### src/eidf_defines.svh
// Register indices, field positions, reset values and timing counts
`ifndef EIDF_DEFINES_SVH
`define EIDF_DEFINES_SVH

// Register indices; the byte address is four times the index
`define EIDF_IDX_GATE    12'hF77
`define EIDF_IDX_CTRL1   12'hFD8
`define EIDF_IDX_STATUS  12'hFE0
`define EIDF_IDX_MASK    12'hFE1
`define EIDF_IDX_MODE    12'hFE2

// Channel clock gate register
`define EIDF_GATE_W      6
`define EIDF_GATE_RST    6'h00

// Channel 1 control register fields
`define EIDF_CTRL_RATE_LSB  0
`define EIDF_CTRL_EDGE_LSB  2
`define EIDF_CTRL_LVL_BIT   4
`define EIDF_CTRL_RST       4'h0

// Edge select codes
`define EIDF_EDGE_RISE   2'h0
`define EIDF_EDGE_FALL   2'h1
`define EIDF_EDGE_BOTH   2'h2
`define EIDF_EDGE_RSVD   2'h3

// Sampling rate codes in the high-speed modes
`define EIDF_RATE_DIV1   2'h0
`define EIDF_RATE_DIV4   2'h1
`define EIDF_RATE_DIV8   2'h2
`define EIDF_RATE_DIV16  2'h3

// Low-frequency clock divide for sampling in the low-speed modes
`define EIDF_FS_DIV_LAST 2'h3

// Consecutive agreeing samples before the filter passes a new level
`define EIDF_NC_COUNT    3

// Bus responses
`define EIDF_RESP_OKAY   2'h0
`define EIDF_RESP_SLVERR 2'h2

`endif

### src/eidf_pkg.sv
// Shared types of the external interrupt detect and filter block
package eidf_pkg;
  typedef logic [1:0] eidf_edge_t;   // Edge select field
  typedef logic [1:0] eidf_rate_t;   // Sampling rate select field
  typedef logic [5:0] eidf_chan_t;   // One bit per channel
endpackage : eidf_pkg

### src/eidf_channel.sv
// One interrupt channel: noise canceller, edge detect, request pulse
`timescale 1ns/10ps
`include "eidf_defines.svh"

module eidf_channel #(
  parameter int NC_COUNT = `EIDF_NC_COUNT
) (
  input  wire logic             clk,        // Gear clock
  input  wire logic             rst,        // Async reset, active high
  input  wire logic             ce,         // Channel clock gated on
  input  wire logic             tick,       // Sampling strobe
  input  wire logic             pin_now,    // Synchronised pin level
  input  wire logic             pin_ok,     // Last two sync stages agree
  input  wire eidf_pkg::eidf_edge_t edge_sel, // Edge select
  output logic                  filt_level, // Filtered level
  output logic                  req         // One-cycle request pulse
);
  localparam int CW = $clog2(NC_COUNT + 1);

  logic [CW-1:0] cnt_reg;   // Agreeing samples seen
  logic [CW-1:0] cnt_next;
  logic          filt_reg;  // Filtered level
  logic          filt_next;
  logic          req_reg;   // Request pulse
  logic          req_next;

  // A sample only counts when the synchroniser is settled
  wire           sample   = tick & pin_ok;
  wire           differs  = pin_now != filt_reg;
  wire           pass     = sample & differs & (cnt_reg == CW'(NC_COUNT - 1));
  // Edge detection looks only at the filtered level
  wire           rising   = pass & pin_now;
  wire           falling  = pass & ~pin_now;
  wire           match    = (edge_sel == `EIDF_EDGE_RISE && rising)
                          | (edge_sel == `EIDF_EDGE_FALL && falling)
                          | (edge_sel == `EIDF_EDGE_BOTH && pass);

  // Counter restarts on any sample that matches the filtered level
  assign cnt_next  = !sample ? cnt_reg : (!differs || pass) ? '0 : cnt_reg + 1'b1;
  assign filt_next = pass ? pin_now : filt_reg;
  assign req_next  = match;

  // Canceller and detector state; frozen while the channel clock is off
  always_ff @(posedge clk or posedge rst)
  begin
    if (rst)
    begin
      cnt_reg  <= '0;
      filt_reg <= 1'b0;
      req_reg  <= 1'b0;
    end
    else if (ce)
    begin
      cnt_reg  <= cnt_next;
      filt_reg <= filt_next;
      req_reg  <= req_next;
    end
  end

  assign filt_level = filt_reg;
  assign req        = req_reg;
endmodule : eidf_channel

### src/eidf_top.sv
// External interrupt detect and filter block with AXI4-Lite registers
//
// Register access over AXI4-Lite was chosen for this implementation.
`timescale 1ns/10ps
`include "eidf_defines.svh"

// Contract
// Channel is filter, edge, level, request stages
// Edge detection only sees filtered input
// Six clock enable bits, reset to zero
// Control writes ignored while channel gated
// Software enables channel before configuring it
// Gate register bits 7:6 read zero
// Software masks interrupt before toggling gate
// Software masks interrupt before mode change
// Wait twelve slow clocks, then clear latch
// Wait gear and sample clocks, then clear
// Software masks interrupt before control rewrite
// Edge codes: rise, fall, both, reserved
// Sample rate divides gear or slow clock
// Level bit captures filtered level on request
// Control bits 7:5 read zero, reset zero
// Latch holds until accepted or cleared
// Filter passes level after several equal samples
// Selected edge gives one-cycle request pulse
module eidf_top #(
  parameter int NC_COUNT = `EIDF_NC_COUNT // Samples the filter needs
) (
  input  wire logic        clk,           // Gear clock, 200 MHz
  input  wire logic        rst,           // Async reset, active high
  input  wire logic        ce,            // Clock enable, freezes all
  input  wire logic [5:0]  ext_irq_pin,   // External interrupt pins
  input  wire logic        low_freq_clock, // Low-frequency clock, sampled
  input  wire logic [5:0]  cpu_accept,    // CPU accepted channel request
  output logic [5:0]       irq_req,       // Per-channel request pulses
  output logic [5:0]       irq_latch,     // Per-channel interrupt latches
  output logic             irq,           // Level interrupt, unmasked latch
  input  wire logic [15:0] s_axi_awaddr,  // Write address
  input  wire logic        s_axi_awvalid, // Write address valid
  output logic             s_axi_awready, // Write address ready
  input  wire logic [31:0] s_axi_wdata,   // Write data
  input  wire logic [3:0]  s_axi_wstrb,   // Write strobes
  input  wire logic        s_axi_wvalid,  // Write data valid
  output logic             s_axi_wready,  // Write data ready
  output logic [1:0]       s_axi_bresp,   // Write response
  output logic             s_axi_bvalid,  // Write response valid
  input  wire logic        s_axi_bready,  // Write response ready
  input  wire logic [15:0] s_axi_araddr,  // Read address
  input  wire logic        s_axi_arvalid, // Read address valid
  output logic             s_axi_arready, // Read address ready
  output logic [31:0]      s_axi_rdata,   // Read data
  output logic [1:0]       s_axi_rresp,   // Read response
  output logic             s_axi_rvalid,  // Read data valid
  input  wire logic        s_axi_rready   // Read data ready
);

  // Word decode of a byte address against a register index
  function automatic logic eidf_hit(input logic [15:0] addr, input logic [11:0] idx);
    eidf_hit = (addr[15:14] == 2'h0) && (addr[13:2] == idx);
  endfunction : eidf_hit

  // Sampling strobe for one channel from its rate code and the mode
  function automatic logic eidf_tick(input eidf_pkg::eidf_rate_t code,
                                     input logic [3:0] div, input logic slow,
                                     input logic fs4);
    if (slow)
      eidf_tick = fs4;
    else
    begin
      case (code)
        `EIDF_RATE_DIV1: eidf_tick = 1'b1;
        `EIDF_RATE_DIV4: eidf_tick = (div[1:0] == 2'h3);
        `EIDF_RATE_DIV8: eidf_tick = (div[2:0] == 3'h7);
        default:         eidf_tick = (div == 4'hF);
      endcase
    end
  endfunction : eidf_tick

  // Register state
  eidf_pkg::eidf_chan_t gate_reg;      // Channel clock enables
  logic [3:0]           ctrl_reg;      // Channel 1 edge and rate fields
  logic                 lvl_reg;       // Channel 1 filtered level at request
  eidf_pkg::eidf_chan_t latch_reg;     // Interrupt latches, sticky
  eidf_pkg::eidf_chan_t latch_next;
  eidf_pkg::eidf_chan_t mask_reg;      // Interrupt mask, 1 enables
  logic                 slow_reg;      // 1 selects the low-speed modes

  // Bus state
  logic        aw_held_reg;           // Write address captured
  logic [15:0] aw_addr_reg;
  logic        w_held_reg;            // Write data captured
  logic [31:0] w_data_reg;
  logic        w_lane0_reg;           // Byte lane 0 strobed
  logic        bvalid_reg;
  logic [1:0]  bresp_reg;
  logic        rvalid_reg;
  logic [1:0]  rresp_reg;
  logic [31:0] rdata_reg;
  logic        rd_gate_reg;           // Last read hit the gate register
  logic        rd_ctrl_reg;           // Last read hit channel 1 control

  // Synchronisers and dividers
  logic [5:0]  pin_s1_reg;            // First stage, read only by second
  logic [5:0]  pin_s2_reg;
  logic [5:0]  pin_s3_reg;
  logic        fs_s1_reg;
  logic        fs_s2_reg;
  logic        fs_s3_reg;
  logic        fs_level_reg;          // Settled slow clock level
  logic [1:0]  fs_cnt_reg;            // Divides slow clock by four
  logic [3:0]  div_reg;               // Gear clock prescaler

  // Channel wires
  eidf_pkg::eidf_chan_t filt;         // Filtered levels
  eidf_pkg::eidf_chan_t req;          // Request pulses
  eidf_pkg::eidf_chan_t tick;         // Sampling strobes
  eidf_pkg::eidf_edge_t ch_edge [6];  // Edge select per channel
  eidf_pkg::eidf_rate_t ch_rate [6];  // Rate select per channel

  // Bus decode
  wire aw_take  = s_axi_awvalid & s_axi_awready;
  wire w_take   = s_axi_wvalid & s_axi_wready;
  wire ar_take  = s_axi_arvalid & s_axi_arready;
  wire wr_fire  = aw_held_reg & w_held_reg & ~bvalid_reg;
  wire wr_gate  = eidf_hit(aw_addr_reg, `EIDF_IDX_GATE);
  wire wr_ctrl  = eidf_hit(aw_addr_reg, `EIDF_IDX_CTRL1);
  wire wr_stat  = eidf_hit(aw_addr_reg, `EIDF_IDX_STATUS);
  wire wr_mask  = eidf_hit(aw_addr_reg, `EIDF_IDX_MASK);
  wire wr_mode  = eidf_hit(aw_addr_reg, `EIDF_IDX_MODE);
  wire wr_map   = wr_gate | wr_ctrl | wr_stat | wr_mask | wr_mode;
  wire wr_en    = wr_fire & w_lane0_reg;
  wire rd_gate  = eidf_hit(s_axi_araddr, `EIDF_IDX_GATE);
  wire rd_ctrl  = eidf_hit(s_axi_araddr, `EIDF_IDX_CTRL1);
  wire rd_stat  = eidf_hit(s_axi_araddr, `EIDF_IDX_STATUS);
  wire rd_mask  = eidf_hit(s_axi_araddr, `EIDF_IDX_MASK);
  wire rd_mode  = eidf_hit(s_axi_araddr, `EIDF_IDX_MODE);
  wire rd_map   = rd_gate | rd_ctrl | rd_stat | rd_mask | rd_mode;
  // Reading the latch register clears what it returned
  wire stat_clr = ar_take & rd_stat;

  // Read multiplexer; unused upper bits return zero
  wire [31:0] rd_mux = rd_gate ? {26'h0, gate_reg}
                     : rd_ctrl ? {27'h0, lvl_reg, ctrl_reg}
                     : rd_stat ? {26'h0, latch_reg}
                     : rd_mask ? {26'h0, mask_reg}
                     : rd_mode ? {31'h0, slow_reg}
                     : 32'h0;

  // Handshakes drop while frozen so no beat is lost
  assign s_axi_awready = ce & ~aw_held_reg & ~bvalid_reg;
  assign s_axi_wready  = ce & ~w_held_reg & ~bvalid_reg;
  assign s_axi_arready = ce & ~rvalid_reg;
  assign s_axi_bvalid  = bvalid_reg;
  assign s_axi_bresp   = bresp_reg;
  assign s_axi_rvalid  = rvalid_reg;
  assign s_axi_rresp   = rresp_reg;
  assign s_axi_rdata   = rdata_reg;

  // Write channel capture and response
  always_ff @(posedge clk or posedge rst)
  begin
    if (rst)
    begin
      aw_held_reg <= 1'b0;
      aw_addr_reg <= 16'h0000;
      w_held_reg  <= 1'b0;
      w_data_reg  <= 32'h0000_0000;
      w_lane0_reg <= 1'b0;
      bvalid_reg  <= 1'b0;
      bresp_reg   <= `EIDF_RESP_OKAY;
    end
    else if (ce)
    begin
      if (aw_take)
      begin
        aw_held_reg <= 1'b1;
        aw_addr_reg <= s_axi_awaddr;
      end
      if (w_take)
      begin
        w_held_reg  <= 1'b1;
        w_data_reg  <= s_axi_wdata;
        w_lane0_reg <= s_axi_wstrb[0];
      end
      if (wr_fire)
      begin
        aw_held_reg <= 1'b0;
        w_held_reg  <= 1'b0;
        bvalid_reg  <= 1'b1;
        bresp_reg   <= wr_map ? `EIDF_RESP_OKAY : `EIDF_RESP_SLVERR;
      end
      else if (bvalid_reg && s_axi_bready)
        bvalid_reg <= 1'b0;
    end
  end

  // Read channel; data registered at the address beat
  always_ff @(posedge clk or posedge rst)
  begin
    if (rst)
    begin
      rvalid_reg  <= 1'b0;
      rresp_reg   <= `EIDF_RESP_OKAY;
      rdata_reg   <= 32'h0000_0000;
      rd_gate_reg <= 1'b0;
      rd_ctrl_reg <= 1'b0;
    end
    else if (ce)
    begin
      if (ar_take)
      begin
        rvalid_reg  <= 1'b1;
        rresp_reg   <= rd_map ? `EIDF_RESP_OKAY : `EIDF_RESP_SLVERR;
        rdata_reg   <= rd_mux;
        rd_gate_reg <= rd_gate;
        rd_ctrl_reg <= rd_ctrl;
      end
      else if (s_axi_rready)
        rvalid_reg <= 1'b0;
    end
  end

  // Control registers written by software
  always_ff @(posedge clk or posedge rst)
  begin
    if (rst)
    begin
      gate_reg <= `EIDF_GATE_RST;
      mask_reg <= 6'h00;
      slow_reg <= 1'b0;
    end
    else if (ce && wr_en)
    begin
      if (wr_gate)
        gate_reg <= w_data_reg[5:0];
      if (wr_mask)
        mask_reg <= w_data_reg[5:0];
      if (wr_mode)
        slow_reg <= w_data_reg[0];
    end
  end

  // Channel 1 control; dropped while its clock is gated off
  always_ff @(posedge clk or posedge rst)
  begin
    if (rst)
    begin
      ctrl_reg <= `EIDF_CTRL_RST;
      lvl_reg  <= 1'b0;
    end
    else if (ce)
    begin
      if (!gate_reg[1])
      begin
        ctrl_reg <= `EIDF_CTRL_RST;
        lvl_reg  <= 1'b0;
      end
      else
      begin
        if (wr_en && wr_ctrl)
          ctrl_reg <= w_data_reg[3:0];
        if (req[1])
          lvl_reg <= filt[1];
      end
    end
  end

  // Latch: a new request beats a same-cycle clear or acceptance
  assign latch_next = (latch_reg & ~(stat_clr ? latch_reg : 6'h00) & ~cpu_accept) | req;

  always_ff @(posedge clk or posedge rst)
  begin
    if (rst)
      latch_reg <= 6'h00;
    else if (ce)
      latch_reg <= latch_next;
  end

  assign irq_latch = latch_reg;
  assign irq_req   = req;
  assign irq       = |(latch_reg & mask_reg);

  // Pin and slow-clock synchronisers, three stages each
  always_ff @(posedge clk or posedge rst)
  begin
    if (rst)
    begin
      pin_s1_reg <= 6'h00;
      pin_s2_reg <= 6'h00;
      pin_s3_reg <= 6'h00;
      fs_s1_reg  <= 1'b0;
      fs_s2_reg  <= 1'b0;
      fs_s3_reg  <= 1'b0;
    end
    else if (ce)
    begin
      pin_s1_reg <= ext_irq_pin;
      pin_s2_reg <= pin_s1_reg;
      pin_s3_reg <= pin_s2_reg;
      fs_s1_reg  <= low_freq_clock;
      fs_s2_reg  <= fs_s1_reg;
      fs_s3_reg  <= fs_s2_reg;
    end
  end

  // A slow clock edge counts once stages two and three agree
  wire fs_agree = fs_s2_reg == fs_s3_reg;
  wire fs_rise  = fs_agree & fs_s3_reg & ~fs_level_reg;
  wire fs4_tick = fs_rise & (fs_cnt_reg == `EIDF_FS_DIV_LAST);

  // Prescalers for the sampling strobes
  always_ff @(posedge clk or posedge rst)
  begin
    if (rst)
    begin
      fs_level_reg <= 1'b0;
      fs_cnt_reg   <= 2'h0;
      div_reg      <= 4'h0;
    end
    else if (ce)
    begin
      if (fs_agree)
        fs_level_reg <= fs_s3_reg;
      if (fs_rise)
        fs_cnt_reg <= fs_cnt_reg + 2'h1;
      div_reg <= div_reg + 4'h1;
    end
  end

  // Six channels; only channel 1 has a control register here
  generate
    for (genvar i = 0; i < 6; i++)
    begin : g_chan
      if (i == 1)
      begin : g_cfg
        assign ch_edge[i] = ctrl_reg[3:2];
        assign ch_rate[i] = ctrl_reg[1:0];
      end
      else
      begin : g_fix
        assign ch_edge[i] = `EIDF_EDGE_RISE;
        assign ch_rate[i] = `EIDF_RATE_DIV1;
      end
      assign tick[i] = eidf_tick(ch_rate[i], div_reg, slow_reg, fs4_tick);
      eidf_channel #(
        .NC_COUNT (NC_COUNT)
      ) u_chan (
        .clk        (clk),
        .rst        (rst),
        .ce         (ce & gate_reg[i]),
        .tick       (tick[i]),
        .pin_now    (pin_s3_reg[i]),
        .pin_ok     (pin_s2_reg[i] == pin_s3_reg[i]),
        .edge_sel   (ch_edge[i]),
        .filt_level (filt[i]),
        .req        (req[i])
      );
    end
  endgenerate
endmodule : eidf_top

### config.mk
export PLATFORM = sky130hd
export DESIGN_NAME = eidf_top
export DESIGN_NICKNAME = d
export VERILOG_FILES = /design/src/eidf_pkg.sv /design/src/eidf_channel.sv /design/src/eidf_top.sv
export VERILOG_INCLUDE_DIRS = /design/src
export SDC_FILE = /design/constraint.sdc
export NUM_CORES = 1
export LEC_CHECK = 0
export ABC_AREA = 0
export BUFFER_PORTS_ARGS = -buffer_cell sky130_fd_sc_hd__buf_4
export CAP_MARGIN = 40
export CORE_ASPECT_RATIO = 0.8
export CORE_MARGIN = 8
export CORE_UTILIZATION = 50
export DETAILED_ROUTE_END_ITERATION = 8
export PLACE_DENSITY_LB_ADDON = 0.25
export SYNTH_ARGS = -nofsm -noshare
export SYNTH_HDL_FRONTEND = slang
export SYNTH_SLANG_ARGS = --single-unit
### constraint.sdc
create_clock -name clk -period 8.5 [get_ports clk]
set_clock_uncertainty 0.15 [all_clocks]
set_input_delay 1.7 -clock clk [delete_from_list [all_inputs] [get_ports clk]]
set_output_delay 1.7 -clock clk [all_outputs]
set_load 0.02 [all_outputs]
Yosys cells after proc, flatten, opt, wreduce, memory -nomap -nowiden
Cells that the tools add are included.
Cells by class
  equality and inequality tests: 39
  $add $sub $neg: 8
  muxes and demuxes: 29
  reduce and logical (&&, ||, !) cells: 64
  bitwise gates (word level): 68
Operator list (number)
  $eq 12x12->1 const B: 10
  $reduce_and 2->1: 27
  $and 1x1->1: 46
  $mux 6: 5
  $eq 2x2->1 const B: 10
  $and 6x6->6: 3
  $logic_and 1x1->1: 16
  $mux 2: 8
  $add 2x1->2 const B: 7
  $mux 1: 13
  $not 6->6: 2
  $or 1x1->1: 10
  $logic_not 2->1: 4
  $mux 4: 2
  $reduce_bool 2->1: 4
  $eq 1x1->1: 7
  $logic_not 1->1: 6
  $logic_or 1x1->1: 6
  $ne 1x1->1: 6
  $not 1->1: 6
  $or 6x6->6: 1
  $reduce_or 6->1: 1
  $add 4x1->4 const B: 1
  $eq 2x1->1 const B: 2
  other kinds (4): 5
Storage, ports and cells
  output and inout port bits: 54
  bits of input ports: 89
  register bits: 139

Logic depth before layout (Yosys ltp)
  depth in word-level cells: 12
  mapped depth: 6

Cells and area by module
Synthesis repeated with hierarchy kept, for this count alone.
Second synthesis, totals
  cells, all modules: 464
  area total of the unflattened synthesis: 5440.2 um2
Modules (own cells, without submodules)
  eidf_top: seq. area each 2127.0 um2, instances 1, area each 4179.0 um2, cells an instance 350
  eidf_channel: seq. area each 100.1 um2, instances 6, area each 210.2 um2, cells an instance 19

Least setup slack after synthesis
No wires, ideal clock.
  kind: input-to-output
  start: input ce
  end: output s_axi_arready
  setup slack: 4538 ps
  arrival time: 2112 ps
  buffers on the path: 0
  required time: 6650 ps
  stages: 2
  path through: inv_1 -> nor2_1
Between the ends
  cells in the longest elaborated chain, start to end: 1
RTL lines
  from (decl): line eidf_top.sv:31  | input wire logic ce,
  $and 1x1->1: line eidf_top.sv:152  | assign s_axi_arready = ce & ~rvalid_reg;
  to (decl): line eidf_top.sv:50  | output logic s_axi_arready,
No other way between the ends.

Final worst setup path
Same ends and word-level chain as after synthesis.

==> results_dict.tcl <==
set metrics [dict create \
    outcome "finished clean" \
    drive_gt1_frac 0.301 \
    vias 3832 \
    final_common_cell "dfrtp_1" \
    ys_top_cells_by_area "dfrtp_1 49%, mux2_2 11%, buf_4 4.6%" \
    grt_util_all_layers 0.165 \
    final_cell_mix "109 x dfrtp_1, 82 x buf_4, 56 x mux2_2" \
    post-route-min-period_ps 4800 \
    fin_tns_setup_ps 0 \
    end_kind "output pin" \
    rows 34 \
    area_delta_synth_final_pct 16.4 \
    worstHoldEndpoint "div_reg[3]" \
    timing.fmax_ghz 0.208 \
    routed_via_density 5.45 \
    nNetsFinal 653 \
    synthFlopType "dfrtp_1" \
    grt_max_degree 56 \
    grt_pass1_wl_um 19300 \
    cts_tree "yes" \
    cts_buffer_depth 2 \
    hp-start "div_reg[3]" \
    cts.htree.levels 3 \
    reg2reg_slack_ps 6320 \
    cts-resized-gates 0 \
    postSynthCellCount 479 \
    syn_area_um2 5530 \
    cap_violations 0 \
    postCtsHoldBufs 0 \
    core_region_area_um2 10800 \
    leakage_nw 2.95 \
    path_max_fanout 49 \
    worstReg2RegEnd "irq_latch[4]" \
    gp_congestion 0.793 \
    finalSetupViolations 0 \
    n_antenna_cell 0 \
    min_path_cells 1 \
    p_per_area_nw_per_um2 224 \
    peakVddDrop_uv 182 \
    grt_pass1_vias 3875 \
    initial_utilization 0.511 \
    rsz0062_at_grt "false" \
    crit_type "input pin to output pin" \
    yosysSeqAreaShare 0.494 \
    routedWlPerCell_um 16.8 \
    dp_hpwl_um 8870 \
    dieArea_um2 14700 \
    reg2regPathDepth 4 \
    numCtsBuffers 9 \
    cts.clk_slew.worst_paths_ps 70 \
    synthArstFlopShare 1.00 \
    drt_pre_antenna_iters 4 \
    io_buffers 81 \
    slew_violations 0 \
    clk_latency_ps 340 \
    die_w_um 134 \
    synth.largest_area_cell "dfrtp_1" \
    synth_top_area_share 0.494 \
    gr-total-overflow 0 \
    max_slew_margin 0.519 \
    cts_setup_buffers 0 \
    synth-edff-count 0 \
    hold_viol_final 0 \
    drc 0 \
    final.period_utilization 0.564 \
    startpoint_type "input pin" \
    drt_wl_total_um 11800 \
    io_pins 143 \
    die_h_um 110 \
    yosysWarningCount 0 \
    ys_ff_latch 109 \
    synthDistinctLibCells 66 \
    drt-initial-drc-count 197 \
    ant_nets 0 \
    worstMarginPinSlew_ps 721 \
    final_core_util 0.595 \
    antenna_found_initial 0 \
    root_buffer "clkbuf_16" \
    rr_startpoint "s_axi_rvalid" \
    largest_reg_flops 14 \
    fillCellCount 908 \
    cts.sinks 109 \
    min_path_type "flop to flop" \
    avgSynthCellArea_um2 11.5 \
    crit_arrival_ps 2950 \
    crit_required_ps 6650 \
]
[synth_stat cells (3+ instances only)]
library cell	number
a21o_1	4
a21oi_1	7
a221oi_1	5
a22oi_1	4
a32o_1	3
and2_1	6
and3b_1	4
and4_1	4
buf_4	34
buf_6	3
clkbuf_1	7
dfrtp_1	109
ha_1	10
inv_1	19
mux2_1	15
mux2_2	56
mux2i_1	6
nand2_1	38
nand2b_1	11
nand3_1	7
nand3b_1	5
nand4_1	4
nor2_1	21
nor3b_1	3
o211ai_1	4
o21ai_0	20
o21ai_1	7
o31ai_1	10
xnor2_1	5
xor2_1	5
[metal layers]
metal | GRT usage | up-vias | routed length (um) | part of all wire
met5 | 0 | - | 0 | 0
met1 | 0.218 | 1872 | 5450 | 0.46
li1 | - | 1814 | - | -
met3 | 0.0485 | 12 | 932 | 0.079
met2 | 0.259 | 134 | 5330 | 0.45
met4 | 0.0496 | 0 | 131 | 0.011
[worst max-delay path, stage by stage]
cell and delay [ps]:
buf_4 480, inv_1 380, nor2_1 190, buf_4 160
[power breakdown]
group / internal (mW) / leakage [nW] / switching (mW)
Sequential: 0.617 / 1.39 / 0.0920
Combinational: 0.152 / 1.40 / 0.127
Clock: 0.273 / 0.163 / 0.181
[per-stage QoR]
step           total power [mW]  instances  hold slack [ps]  area, um2  setup WS, ps
2_1_floorplan             0.907        506              288       5630          3780
3_3_place_gp              0.981        687              304       6110          3740
4_1_cts                    1.45        703              321       6430          3730
3_5_place_dp               1.00        687              312       6110          3730
6_report                   1.44        703              317       6430          3700
5_1_grt                    1.52        703              342       6430          3610
[kinds of logic (layout without fill, tap and decap cells)]
kind of cell	after synthesis	in the layout	synth area share
XOR/XNOR	10	10	0.0158
AO/OA/AOI/OAI	79	79	0.0989
buffers and inverters	64	117	0.0709
flip-flops	109	109	0.494
AND/OR/NAND/NOR	129	129	0.142
other	1	28	0.000679
adder cells (fa/ha/maj)	10	10	0.0226
multiplexers	77	77	0.156
[worst max-delay path by stage]
stage,startpoint,end,slack (ps),depth (start not counted)
floorplan,rst,aw_addr_reg[10],3780,1
global placement,ce,s_axi_arready,3740,4
detailed placement,ce,s_axi_arready,3730,4
CTS,ce,s_axi_arready,3730,4
global route,ce,s_axi_arready,3610,4
finish,ce,s_axi_arready,3700,4
[area by class of cell]
| class | instances | area, um2 | share of cell area |
|---|---|---|---|
| clock buffers | 12 | 256 | 0.0399 |
| clock inverters | 4 | 70.1 | 0.0109 |
| inverters | 19 | 73.8 | 0.0115 |
| multi-input cells | 333 | 2510 | 0.390 |
| flip-flops and latches | 109 | 2730 | 0.424 |
| well taps | 144 | 180 | 0.0280 |
| repair buffers | 82 | 616 | 0.0957 |
(Power assumes the default switching activity.)
